File: src/design/uerr_pkg.sv
// package: offsets, field positions, reset values for the uncorrectable error status/mask bank
// assumes: classic wishbone slave with 32-bit data, byte addresses
package uerr_pkg;
	localparam logic [11:0] STATUS_OFS   = 12'h0104;
	localparam logic [11:0] MASK_OFS     = 12'h0108;
	localparam logic [11:0] CTRL_OFS     = 12'h0200;
	localparam logic [11:0] IRQ_STAT_OFS = 12'h0210;
	localparam logic [11:0] IRQ_EN_OFS   = 12'h0214;
	localparam logic [11:0] IRQ_CLR_OFS  = 12'h0218;
	localparam logic [11:0] LOG_OFS      = 12'h021C;
	localparam int BIT_UNUSED    = 0;
	localparam int BIT_LINKPROTO = 4;
	localparam int BIT_SURPRISE  = 5;
	localparam int BIT_POISON    = 12;
	localparam int BIT_MCBLK     = 23;
	localparam int BIT_ATOMIC    = 24;
	localparam int BIT_PREFIX    = 25;
	localparam int CTRL_MCDIS    = 0;
	localparam int CTRL_UPSTREAM = 1;
	localparam logic [4:0] FEP_NONE = 5'h1F;
	localparam logic [31:0] MASK_WR_BITS  = 32'h0000_1031;
	localparam logic [31:0] STAT_EVT_BITS = 32'h0080_1030;
	localparam logic [31:0] ZERO_WORD     = 32'h0000_0000;
	localparam logic [31:0] RESET_WORD    = 32'h0000_0000;
	localparam logic [3:0]  IRQ_RESET     = 4'h0;
	localparam int IRQ_N = 4;
	localparam int IRQ_MC = 0;
	localparam int IRQ_LP = 1;
	localparam int IRQ_SD = 2;
	localparam int IRQ_PO = 3;
	localparam logic [31:0] DEAD_READ = 32'hDEAD_0000;
endpackage : uerr_pkg

File: src/design/uerr_evt_if.sv
// interface: error events and report strobes between the bank and the report logic
// assumes: one clock domain, pulses one cycle wide
`timescale 1ns/10ps
interface uerr_evt_if;
	logic [31:0] evt;
	logic [31:0] mask;
	logic [31:0] fresh;
	logic        rep_valid;
	logic [4:0]  rep_bit;
	modport bank (output evt, output mask, input fresh, input rep_valid, input rep_bit);
	modport rep  (input evt, input mask, output fresh, output rep_valid, output rep_bit);
endinterface : uerr_evt_if

File: src/design/uerr_report.sv
// module: decides which unmasked events are logged, reported and update the first error pointer
// assumes: events are one-cycle pulses on ref_clk
`timescale 1ns/10ps
module uerr_report
	import uerr_pkg::*;
(
	input  wire logic ref_clk,
	input  wire logic arst_n,
	uerr_evt_if.rep   ev
);
	logic [31:0] live;
	logic [4:0]  low_bit;

	function automatic logic [4:0] lowest(input logic [31:0] v);
		lowest = FEP_NONE;
		for (int i = 31; i >= 0; i--) begin
			if (v[i]) begin
				lowest = 5'(i);
			end
		end
	endfunction : lowest

	assign live    = ev.evt & ~ev.mask;  // masked events are never logged
	assign low_bit = lowest(live);
	assign ev.fresh = live;

	always_ff @(posedge ref_clk or negedge arst_n) begin
		if (!arst_n) begin
			ev.rep_valid <= 1'b0;
			ev.rep_bit   <= FEP_NONE;
		end else begin
			ev.rep_valid <= |live;  // no report to the root complex when masked
			ev.rep_bit   <= low_bit;
		end
	end
endmodule : uerr_report

File: src/design/uerr_bank.sv
// top: uncorrectable error status and mask registers behind a classic wishbone slave
// assumes: single clock, events are one-cycle pulses, reset is the sticky-domain reset
//
// The Wishbone slave port was left to the implementer.
`timescale 1ns/10ps
module uerr_bank
	import uerr_pkg::*;
(
	input  wire logic        ref_clk,
	input  wire logic        arst_n,
	input  wire logic        wb_cyc_i,
	input  wire logic        wb_stb_i,
	input  wire logic        wb_we_i,
	input  wire logic [11:0] wb_adr_i,
	input  wire logic [3:0]  wb_sel_i,
	input  wire logic [31:0] wb_dat_i,
	output logic [31:0]      wb_dat_o,
	output logic             wb_ack_o,
	output logic             wb_err_o,
	input  wire logic        multicast_block_everything,
	input  wire logic        multicast_block_untranslated_ctl,
	input  wire logic        mc_drop_pulse,
	input  wire logic        link_protocol_err_pulse,
	input  wire logic        surprise_down_pulse,
	input  wire logic        poisoned_pulse,
	output logic             report_valid,
	output logic [4:0]       first_error_pointer,
	output logic             log_valid,
	output logic             irq
);
	////////////////////////////////////////////////////////////////
	uerr_evt_if ev ();
	uerr_report u_report (
		.ref_clk (ref_clk),
		.arst_n  (arst_n),
		.ev      (ev)
	);

	logic [31:0] status_r;
	logic [31:0] mask_r;
	logic [1:0]  ctrl_r;
	logic [3:0]  irq_stat_r;
	logic [3:0]  irq_en_r;
	logic [31:0] log_r;
	logic [31:0] wmask;
	logic        req;
	logic        wr;
	logic        hit;
	logic        mc_evt;
	logic [31:0] evt;
	logic [31:0] status_view;
	logic [31:0] rd_nxt;
	logic [3:0]  irq_evt;

	function automatic logic [31:0] lane_mask(input logic [3:0] sel);
		lane_mask = {{8{sel[3]}}, {8{sel[2]}}, {8{sel[1]}}, {8{sel[0]}}};
	endfunction : lane_mask

	////////////////////////////////////////////////////////////////
	assign req   = wb_cyc_i & wb_stb_i & ~wb_ack_o & ~wb_err_o;
	assign wr    = req & wb_we_i;
	assign wmask = lane_mask(wb_sel_i) & wb_dat_i;
	assign hit   = (wb_adr_i == STATUS_OFS) | (wb_adr_i == MASK_OFS) | (wb_adr_i == CTRL_OFS)
		| (wb_adr_i == IRQ_STAT_OFS) | (wb_adr_i == IRQ_EN_OFS) | (wb_adr_i == IRQ_CLR_OFS)
		| (wb_adr_i == LOG_OFS);

	// a drop only counts when one of the block controls caused it
	assign mc_evt = mc_drop_pulse & (multicast_block_everything | multicast_block_untranslated_ctl)
		& ~ctrl_r[CTRL_MCDIS];

	always_comb begin
		evt = ZERO_WORD;
		evt[BIT_MCBLK]     = mc_evt;
		evt[BIT_LINKPROTO] = link_protocol_err_pulse;
		evt[BIT_POISON]    = poisoned_pulse;
		evt[BIT_SURPRISE]  = surprise_down_pulse & ~ctrl_r[CTRL_UPSTREAM];
	end

	assign ev.evt  = evt;
	assign ev.mask = mask_r & ~(32'h1 << BIT_UNUSED);  // bit 0 has no effect on handling

	////////////////////////////////////////////////////////////////
	// status: hardware set wins over software clear; mask not consulted here
	always_ff @(posedge ref_clk or negedge arst_n) begin
		if (!arst_n) begin
			status_r <= RESET_WORD;
		end else begin
			logic [31:0] clr;
			clr = (wr && wb_adr_i == STATUS_OFS) ? wmask : ZERO_WORD;
			status_r <= ((status_r & ~clr) | evt) & STAT_EVT_BITS;
			if (ctrl_r[CTRL_MCDIS]) begin
				status_r[BIT_MCBLK] <= 1'b0;
			end
		end
	end

	// read view keeps fixed-zero fields zero
	always_comb begin
		status_view = status_r & STAT_EVT_BITS;
		status_view[BIT_ATOMIC] = 1'b0;
		status_view[BIT_PREFIX] = 1'b0;
		if (ctrl_r[CTRL_MCDIS]) begin
			status_view[BIT_MCBLK] = 1'b0;
		end
	end

	////////////////////////////////////////////////////////////////
	always_ff @(posedge ref_clk or negedge arst_n) begin
		if (!arst_n) begin
			mask_r <= RESET_WORD;
		end else if (wr && wb_adr_i == MASK_OFS) begin
			logic [31:0] keep;
			keep = lane_mask(wb_sel_i) & MASK_WR_BITS;
			if (ctrl_r[CTRL_UPSTREAM]) begin
				keep[BIT_SURPRISE] = 1'b0;
			end else begin
				keep[BIT_SURPRISE] = wb_sel_i[0];
			end
			mask_r <= (mask_r & ~keep) | (wb_dat_i & keep);
		end
	end

	always_ff @(posedge ref_clk or negedge arst_n) begin
		if (!arst_n) begin
			ctrl_r <= 2'b00;
		end else if (wr && wb_adr_i == CTRL_OFS && wb_sel_i[0]) begin
			ctrl_r <= wb_dat_i[1:0];
		end
	end

	////////////////////////////////////////////////////////////////
	// first error pointer and log follow only unmasked events
	always_ff @(posedge ref_clk or negedge arst_n) begin
		if (!arst_n) begin
			first_error_pointer <= FEP_NONE;
			log_r               <= ZERO_WORD;
			report_valid        <= 1'b0;
			log_valid           <= 1'b0;
		end else begin
			report_valid <= ev.rep_valid;
			log_valid    <= |ev.fresh;
			log_r        <= log_r | ev.fresh;
			if (ev.rep_valid && first_error_pointer == FEP_NONE) begin
				first_error_pointer <= ev.rep_bit;
			end
			if (wr && wb_adr_i == LOG_OFS && wb_sel_i[0]) begin
				log_r               <= ZERO_WORD;
				first_error_pointer <= FEP_NONE;
			end
		end
	end

	////////////////////////////////////////////////////////////////
	assign irq_evt = {evt[BIT_POISON], evt[BIT_SURPRISE], evt[BIT_LINKPROTO], evt[BIT_MCBLK]};

	always_ff @(posedge ref_clk or negedge arst_n) begin
		if (!arst_n) begin
			irq_stat_r <= IRQ_RESET;
		end else begin
			logic [3:0] c;
			c = (wr && wb_adr_i == IRQ_CLR_OFS && wb_sel_i[0]) ? wb_dat_i[3:0] : IRQ_RESET;
			irq_stat_r <= (irq_stat_r & ~c) | irq_evt;
		end
	end

	always_ff @(posedge ref_clk or negedge arst_n) begin
		if (!arst_n) begin
			irq_en_r <= IRQ_RESET;
		end else if (wr && wb_adr_i == IRQ_EN_OFS && wb_sel_i[0]) begin
			irq_en_r <= wb_dat_i[3:0];
		end
	end

	assign irq = |(irq_stat_r & irq_en_r);

	////////////////////////////////////////////////////////////////
	always_comb begin
		rd_nxt = ZERO_WORD;
		case (wb_adr_i)
			STATUS_OFS:   rd_nxt = status_view;
			MASK_OFS:     rd_nxt = mask_r & MASK_WR_BITS;
			CTRL_OFS:     rd_nxt = {30'h0, ctrl_r};
			IRQ_STAT_OFS: rd_nxt = {28'h0, irq_stat_r};
			IRQ_EN_OFS:   rd_nxt = {28'h0, irq_en_r};
			LOG_OFS:      rd_nxt = {log_r[31:8] & 24'hFF_FFFF, 3'b000, first_error_pointer} | (log_r & 32'h0000_0000);
			default:      rd_nxt = ZERO_WORD;
		endcase
	end

	// one wait state: ack or err one edge after the request is seen, dropped the next
	always_ff @(posedge ref_clk or negedge arst_n) begin
		if (!arst_n) begin
			wb_ack_o <= 1'b0;
			wb_err_o <= 1'b0;
			wb_dat_o <= ZERO_WORD;
		end else begin
			wb_ack_o <= req & hit;
			wb_err_o <= req & ~hit;
			wb_dat_o <= (req && hit && !wb_we_i) ? rd_nxt : ZERO_WORD;
		end
	end
endmodule : uerr_bank

File: config.mk
export PLATFORM = sky130hd
export DESIGN_NAME = uerr_bank
export DESIGN_NICKNAME = d
export VERILOG_FILES = /design/src/design/uerr_pkg.sv /design/src/design/uerr_evt_if.sv /design/src/design/uerr_report.sv /design/src/design/uerr_bank.sv
export SDC_FILE = /design/constraint.sdc
export NUM_CORES = 1
export LEC_CHECK = 0
export ABC_AREA = 0
export ABC_CLOCK_PERIOD_IN_PS = 5200
export BUFFER_PORTS_ARGS = -buffer_cell sky130_fd_sc_hd__buf_2
export CORE_MARGIN = 1
export CORE_UTILIZATION = 59
export CTS_BUF_LIST = sky130_fd_sc_hd__clkbuf_16
export CTS_CLUSTER_DIAMETER = 150
export DETAILED_ROUTE_END_ITERATION = 16
export PLACE_DENSITY = 0.87
export SLEW_MARGIN = 15
export SYNTH_ARGS = -nofsm -noshare
export SYNTH_HDL_FRONTEND = slang
export SYNTH_HIERARCHICAL = 1
export SYNTH_SLANG_ARGS = --single-unit
File: constraint.sdc
create_clock -name ref_clk -period 5.2 [get_ports ref_clk]
set_input_delay 0.78 -clock ref_clk [delete_from_list [all_inputs] [get_ports ref_clk]]
set_output_delay 0.78 -clock ref_clk [all_outputs]
set_load 0.02 [all_outputs]
==> results of run 1 <==
==> worst register-to-register path, stage by stage, from the launching register on <==
cell and delay, ps:
sky130_fd_sc_hd__dfrtp_1 390, sky130_fd_sc_hd__nor4bb_1 280, sky130_fd_sc_hd__buf_4 190, sky130_fd_sc_hd__and3_1 420, sky130_fd_sc_hd__and4_1 860, sky130_fd_sc_hd__nor2_1 130
==> placed cells by master (no fill, tap or decap), types with 9 or more instances in the layout <==
cell / count
sky130_fd_sc_hd__and2_1: 23
sky130_fd_sc_hd__clkbuf_16: 9
sky130_fd_sc_hd__nor2b_4: 11
sky130_fd_sc_hd__nor4_1: 12
sky130_fd_sc_hd__o21ai_0: 12
sky130_fd_sc_hd__nor2b_1: 19
sky130_fd_sc_hd__inv_1: 9
sky130_fd_sc_hd__conb_1: 62
sky130_fd_sc_hd__nand2_1: 13
sky130_fd_sc_hd__dfstp_2: 10
sky130_fd_sc_hd__buf_2: 72
sky130_fd_sc_hd__mux2_2: 10
sky130_fd_sc_hd__nor2_1: 72
sky130_fd_sc_hd__a21oi_1: 11
sky130_fd_sc_hd__dfrtp_1: 77
==> flip-flops by register name, summed over array words and instances (netlist names), 2 cells and up, named ones only <==
register             flops
wb_dat_o                30
irq_stat_r               4
ctrl_r                   2
u_report/ev.rep_bit      5
status_r                 4
irq_en_r                 4
first_error_pointer      5
log_r                   24
==> kinds of logic after synthesis <==
logic type	after synthesis
simple gates	217
compound gates	54
buf+inv	21
mux	16
other cells	1
flops	87
==> layout make-up <==
type,instances,area (um2)
fillers,470,1700
flip-flops and latches,87,2190
clock inverters,7,53.80
multi-input cells,349,2090
clock buffers,9,225.2
repair buffers,74,379.1
inverters,9,36.28
well taps,96,120.1
==> metrics by stage <==
stage          std cells  total power, mW  hold slack [ps]  cell area [um2]    util
2_1_floorplan        457           0.7865            347.2             4379       -
3_3_place_gp         615           0.8268            388.7             4811  0.7081
3_5_place_dp         615           0.8287            397.0             4811  0.7081
4_1_cts              631            1.429            413.5             5090  0.7492
5_1_grt              631            1.478            418.0             5094  0.7497
6_report             631            1.430            414.9             5094  0.7497
==> where the power goes <==
| group | internal, mW | switching (mW) | leakage (nW) | total, mW |
|---|---|---|---|---|
| Combinational | 0.0500 | 0.0864 | 1.28 | 0.136 |
| Clock | 0.329 | 0.273 | 0.140 | 0.602 |
| Sequential | 0.687 | 0.00392 | 0.996 | 0.691 |
| Total | 1.07 | 0.363 | 2.42 | 1.43 |
==> worst max-delay path by stage <==
stage                            from          end  slack [ps]  cells after the start
final                     wb_adr_i[5]    log_r[11]        2140                      5
after global routing      wb_adr_i[5]    log_r[11]        1950                      5
after CTS                 wb_adr_i[5]    log_r[11]        2100                      5
after detailed placement  wb_adr_i[5]     log_r[9]        1780                      5
after global placement    wb_adr_i[5]     log_r[8]        1790                      5
after floorplan           wb_adr_i[5]  irq_en_r[0]        2260                      6
==> metal layers <==
metal / vias to the layer above / share of wire / global-route usage
met3: 16 / 0.061 / 0.04331
met4: 0 / 0.021 / 0.1076
met2: 99 / 0.48 / 0.4098
li1: 1601 / - / -
met5: - / 0 / 0
met1: 1625 / 0.44 / 0.3783
==> results.txt, run 1 <==
The flow ran to the end, and the final reports show no timing, DRC or antenna violations. The compound-gate portion of the synthesized area is 0.08502. After layout, the worst setup slack is 2141 ps. The die covers 7374 um2. The total wire length is 9057 um. The worst reg2reg path startpoint is wb_ack_o.

The clock reaches the later pin of the worst-skew pair after 340 ps. The arrival time reported for the critical path endpoint is 3240 ps. The highest attainable clock frequency came out at 326.9 MHz.

By area the synthesized netlist is led by sky130_fd_sc_hd__dfrtp_1, sky130_fd_sc_hd__nor2_1, sky130_fd_sc_hd__dfstp_2, sky130_fd_sc_hd__nor2b_4, sky130_fd_sc_hd__and2_1. sky130_fd_sc_hd__dfrtp_1 takes more of the synthesized area than any other cell. The slack of the worst reg-to-reg path came out at 2780 ps.

The TritonCTS clock tree is yes. The maximum vdd drop is 0.0001993 V. Broken down by cell family, the worst path's largest delay share belongs to simple AND/OR/NAND/NOR gates.

The number of routed nets with antenna violations came out at 0. The shortest clock period the worst path allows after layout came out at 3059 ps. The count of warnings emitted by yosys is 6. In the synthesized netlist the dominant register cell turns out to be sky130_fd_sc_hd__dfrtp_1. The per-instance average area after synthesis came out at 10.48 um2. The clock passes through at most 2 buffers. Row generation in the floorplan step produced 30 rows.

The length of the first detailed-routing pass in iterations is 5. The cell leakage power came out at 2.420 nW. The number of antenna diodes in the final layout is 0. The setup TNS came out at 0 ps. The worst setup skew after layout came out at 6.889 ps. By area, the combinational part of the netlist is dominated by simple AND/OR/NAND/NOR gates.

The number of slew-limit violations in the final report came out at 0. The fraction of synthesized cell area taken by the top area cell type came out at 0.4643. The number of max-capacitance violations reported came out at 0. Entering global routing, the biggest net connects 88 pins. The path class of the tightest hold or removal check is reg2reg. The remaining routing DRC violations is 0. The estimated wirelength of the detail-placed design is 6618 um. The number of gates given a new drive strength after cts is 0. The hold-critical path depth is 0. The share of final-layout standard cells stronger than drive strength 1 is 0.2598. The power density of the placed cells came out at 280.7 nW/um2.

The number of instances in the synthesized netlist came out at 396. The master cell of the clock root buffer is sky130_fd_sc_hd__clkbuf_16. After the last flow step, the layout net total stands at 589.

STA classifies the critical path endpoint as a flip-flop. The initial standard-cell utilization of the core is 0.6109. The cell with the largest stage delay on the worst path is sky130_fd_sc_hd__and4_1.

The first-pass GRT wire length came out at 14950 um. The mux cell area share after synthesis came out at 0.04643. Of the total synthesized cell area, the portion taken by XOR and XNOR cells is 0. The synthesized-area fraction occupied by adder cells is 0. The placement-stage worst setup slack came out at 1785 ps. The hold violation count in the final report is 0. The proportion of synthesized chip area in sequential cells came out at 0.5276. The required time reported for the critical path endpoint is 5380 ps. The critical path is of the in2reg type. Setup repair after global routing left no endpoint under its margin. The number of clock sinks seen by CTS came out at 87. By count the netlist is led by sky130_fd_sc_hd__dfrtp_1, sky130_fd_sc_hd__nor2_1, sky130_fd_sc_hd__and2_1.

The number of I/O port buffers is 73. The largest fanout on the critical path is 24. The number of different library cells in the post-synthesis netlist is 58. The vias per cell came out at 5.295. The number of antenna violations at the first check in global routing is 0. For hold timing, the worst endpoint is report_valid. The starting DRC count in detailed routing is 242. For this run, asynchronously set or reset flops after synthesis account for 1.000. The number of clock buffers inserted by TritonCTS is 9. The worst hold path startpoint is u_report/ev.rep_valid.

The slew of the pin with the lowest slew margin came out at 1074 ps. The clock transition at the register clock pins on the worst setup and hold paths after CTS is 60 ps. By instance count, the leading cell after synthesis is sky130_fd_sc_hd__dfrtp_1. The summed instance area of the synthesized netlist came out at 4150 um2. The global-route total usage across every layer is 0.2657.

The via count of the routed design came out at 3341. The kind of start point of the critical path is a primary input. Together, buffers and inverters on the worst path number 1.

Dividing the detail-routed wire length by the instance count gives 14.35 um. The normalized max-slew margin came out at 0.2741. The post-CTS setup-driven buffer insertion count came out at 0.

The total overflow left after global routing is 0. The number of storage elements in the synthesis netlist is 87. On the worst path, the slowest cell contributes a delay of 920 ps. The number of cells on the worst reg-to-reg path came out at 5. The total core area came out at 6794 um2. The endpoint of the lowest-slack register-to-register path is log_r[11]. The share of the cycle needed by the critical path after routing is 0.5882. Walking the worst path, the cells encountered are buf_2 > or4_1 > nor3_1 > and4_1 > nor2_1. The via count of the first global-routing pass is 3169. Routability-driven placement finished with a final weighted congestion of 0.9112.

Yosys mapped a number of flops with a built-in enable equal to 0. The simple-gate share of the synthesized area came out at 0.3159. The area growth from synthesis to final layout is 22.73%.

The final setup violation count came out at 0. The vertical extent of the die is 85.87 um. CTS built an H-tree with a depth of 3. The horizontal die dimension is 85.87 um. The total I/O pin count is 101.

Buffers inserted to repair hold after CTS numbered 0.
Note: power is estimated with default switching activity, not from simulation.
==> run 2: changes to the inputs <==
ABC_AREA = 1   (was 0)
ABC_CLOCK_PERIOD_IN_PS = 2800   (was 5200)
CORE_UTILIZATION = 50   (was 59)
PLACE_DENSITY = 0.78   (was 0.87)
clock period = 2.8 ns   (was 5.2 ns; I/O delays follow)
==> run 2 against run 1 <==
Net effect: clock skew barely moved; final area rose by 4.0%; clock power rose by 93%.
==> results.txt, run 2 <==
The run finished with clean final reports. The largest net degree at the start of global routing came out at 88 (unchanged). The area of all placed cells without fillers is 5298 um2 (+4.0%). The share of the cycle needed by the critical path after routing came out at 0.6204. The biggest cell delay along the critical path came out at 420 ps (-500 ps).

The total wire length is 9317 um (+2.9%). The per-instance average area after synthesis came out at 7.713 um2 (-26%). The number of placed instances, taps included is 794 (+29%). Leaving out fill and tap cells, the most frequent cell in the layout is sky130_fd_sc_hd__nand2_1.

The class of the worst hold path is in2async. The total overflow reported by the global router came out at 0 (unchanged). The maximum vdd drop came to 0.0002561 V (+29%). More flip-flops sit in one register than any other, and that register is wb_dat_o. The number of enable-type register cells in the synthesized netlist came to 0 (unchanged). The required time reported for the critical path endpoint is 3050 ps (-2330 ps). The largest registers in the layout are wb_dat_o: 30 flops, log_r: 24 flops. The post-CTS setup-driven buffer insertion count came out at 0 (unchanged). The starting DRC count in detailed routing is 169 (-30%). The length of the first detailed-routing pass in iterations came out at 5 (unchanged).

The floorplan row count came out at 33 (+10%). The vertical extent of the die is 95.36 um (+11%). The power density of the placed cells came out at 505.3 nW/um2 (+80%). The total inserted antenna cells was 0 (unchanged). The slew of the pin with the lowest slew margin came out at 787.6 ps (-286.1 ps). The maximum level of the CTS H-tree is 3 (unchanged). The library cell occupying the most area in the post-synthesis netlist is sky130_fd_sc_hd__dfrtp_1. The number of buffers inserted for hold repair after clock tree synthesis is 0 (unchanged). The async set or reset register ratio after synthesis came to 1.000 (unchanged). The area of combinational cells with multiple inputs came out at 1827 um2 (-13%). The setup TNS is 0 ps (unchanged). The number of routed nets with antenna violations is 0 (unchanged). The largest fanout on the critical path is 30 (+25%). The cell leakage power came out at 2.748 nW (+14%). The final-layout fill cell count is 725 (+54%). Setup repair after global routing left no endpoint under its margin.

The number of nets in the layout is 759 (+29%). The proportion of synthesized chip area in sequential cells came to 0.5024 (-0.02514). The number of clock sinks seen by CTS came out at 87 (unchanged). The flip-flop count of the largest register, all copies and words added came to 30 (unchanged). The horizontal die dimension came to 95.36 um (+11%). The source-to-sink clock delay at the later pin of the worst-skew pair is 340 ps (about the same). The global-route total usage across every layer is 0.2277 (-0.03796). The vias per cell is 4.577 (-14%).

The count of warnings emitted by yosys is 6 (unchanged). The total I/O pin count is 101 (unchanged). The normalized max-slew margin is 0.4749 (+0.2008). The library cells used most frequently in the layout, excluding fill and tap cells, are sky130_fd_sc_hd__nand2_1, sky130_fd_sc_hd__nor2_1, sky130_fd_sc_hd__inv_1, sky130_fd_sc_hd__dfrtp_1, sky130_fd_sc_hd__buf_2. By area the synthesized netlist is led by sky130_fd_sc_hd__dfrtp_1, sky130_fd_sc_hd__nand2_1, sky130_fd_sc_hd__nor2_1, sky130_fd_sc_hd__inv_1, sky130_fd_sc_hd__dfstp_2. The worst setup skew after layout came out at 6.639 ps (-0.2497 ps).

The number of max-capacitance violations reported came to 0 (unchanged). The first-pass GRT wire length is 15780 um (+5.6%). The highest attainable clock frequency is 575.7 MHz. The post-detailed-placement cell area came out at 5010 um2 (+4.1%).

The number of storage elements in the synthesis netlist came to 87 (unchanged). The final cell count without fillers is 810 (+28%). The number of I/O port buffers came to 73 (unchanged). The largest individual stage delay along the critical path comes from the cell sky130_fd_sc_hd__nand3_4.

The fraction of synthesized cell area taken by the top area cell type was 0.4421 (-0.02213). The remaining routing DRC violations was 0 (unchanged). The share of final-layout standard cells stronger than drive strength 1 is 0.2170 (-0.04279).

The routed design could run at a clock period as short as 1737 ps. The via count of the routed design is 3707 (+11%). The commonest register cell after synthesis is sky130_fd_sc_hd__dfrtp_1. The number of antenna violations at the first check in global routing is 0 (unchanged). The number of clock buffers inserted by TritonCTS came out at 9 (unchanged).

TritonCTS built the clock tree. The clock transition at the register clock pins on the worst setup and hold paths after CTS was 60 ps (about the same). The number of instances in the synthesized netlist is 565 (+43%). In this run the clock root is driven by a sky130_fd_sc_hd__clkbuf_16. STA classifies the critical path endpoint as a flip-flop. By startpoint and endpoint, the worst setup path is classified as in2reg. The average detailed-routed wire length per instance came out at 11.50 um (-20%). The final setup violation count is 0 (unchanged).

The number of slew-limit violations in the final report came to 0 (unchanged). The area of the die is 9094 um2 (+23%). Yosys instantiated no cell more often than sky130_fd_sc_hd__nand2_1.

The summed instance area of the synthesized netlist is 4358 um2 (+5.0%). The total core area came out at 8341 um2 (+23%). The initial standard-cell utilization of the core came out at 0.5225 (-0.08836).

The kind of start point of the critical path is a primary input. The hold violation count in the final report came to 0 (unchanged). The signal on the critical path passes through buf_2 > inv_1 > nand2_1 > nor2_1 > nand3_2 > nand2_1 > nor2_1 > nand2_2 > nand3_4 > nor2_2. The number of different library cells in the post-synthesis netlist came out at 34 (-41%).

The final design utilization was 0.6352 (-0.1146). In the synthesized netlist, the cells that appear most often are sky130_fd_sc_hd__nand2_1, sky130_fd_sc_hd__nor2_1, sky130_fd_sc_hd__inv_1. The final weighted congestion of routability-driven global placement is 0.8946 (-1.8%).

The number of gates given a new drive strength after cts is 0 (unchanged). The via count of the first global-routing pass is 3602 (+14%). The estimated wirelength of the detail-placed design came out at 6658 um (+0.59%).

The arrival time reported for the critical path endpoint is 1990 ps (-1250 ps). The area growth from synthesis to layout is 21.56%. The area taken by flip-flops and latches is 2190 um2 (unchanged).

The maximum clock insertion buffer count is 2 (unchanged).
-- run 2: cell types whose count changed after synthesis, moves of 19 or more --
cell	delta
sky130_fd_sc_hd__and2_1	-23
sky130_fd_sc_hd__nor2_2	+32
sky130_fd_sc_hd__nand2_1	+105
sky130_fd_sc_hd__nor2_1	+45
sky130_fd_sc_hd__nor2b_1	-19
sky130_fd_sc_hd__inv_1	+95
-- run 2: cell type report --
| class | instances | share of cell area |
|---|---|---|
| Sequential cell | 87 | 0.4133 |
| Clock inverter | 7 | 0.01110 |
| Timing Repair Buffer | 74 | 0.07156 |
| Tap cell | 105 | 0.02480 |
| Clock buffer | 9 | 0.04251 |
| Inverter | 115 | 0.09188 |
| Multi-Input combinational cell | 413 | 0.3448 |
-- run 2: stage by stage --
stage	power [mW]	setup slack [ps]	hold WS (ps)
detailed placement	1.524	711.7	395.4
CTS	2.675	1046	310.9
global route	2.785	869.5	209.5
finish	2.677	1063	100.8
floorplan	1.454	1352	124.4
global placement	1.518	805.6	377.9
-- run 2: worst paths after layout --
check	start	end	slack, ps	cells past startpoint
max in group asynchronous	arst_n	status_r[12]	2110	1
min in group ref_clk	link_protocol_err_pulse	irq_stat_r[1]	320	3
setup reg to reg	wb_ack_o	log_r[14]	1070	7
hold reg to reg	u_report/ev.rep_valid	report_valid	400	0
setup / recovery	wb_adr_i[2]	wb_dat_o[19]	1060	10
hold / removal	arst_n	wb_dat_o[5]	100	1
-- run 2: metal layers --
metal,track usage,vias up,share of wire
li1,-,1907,-
met1,0.2657,1682,0.42
met2,0.4012,95,0.50
met3,0.04864,23,0.050
met4,0.09848,0,0.027
met5,0,-,0
-- run 2: cells by family (layout without fill, tap and decap cells) --
family | count (synthesis) | count (layout) | share of synthesized area
buffers and inverters | 124 | 205 | 0.1292
and+or+nand+nor | 309 | 309 | 0.3109
DFF | 87 | 87 | 0.5024
AOI/OAI and AO/OA | 44 | 44 | 0.05656
other | 1 | 60 | 0.0008605
-- run 2: where the power goes --
part	total [mW]	switching, mW	internal, mW
Sequential	1.28	0.00564	1.28
Combinational	0.236	0.155	0.0815
Clock	1.16	0.480	0.679
Total	2.68	0.641	2.04
-- run 2: critical path: cells and delay by family --
kind / cells / cell delay (ps)
and+or+nand+nor: 8 / 1340
buffers and inverters: 2 / 190
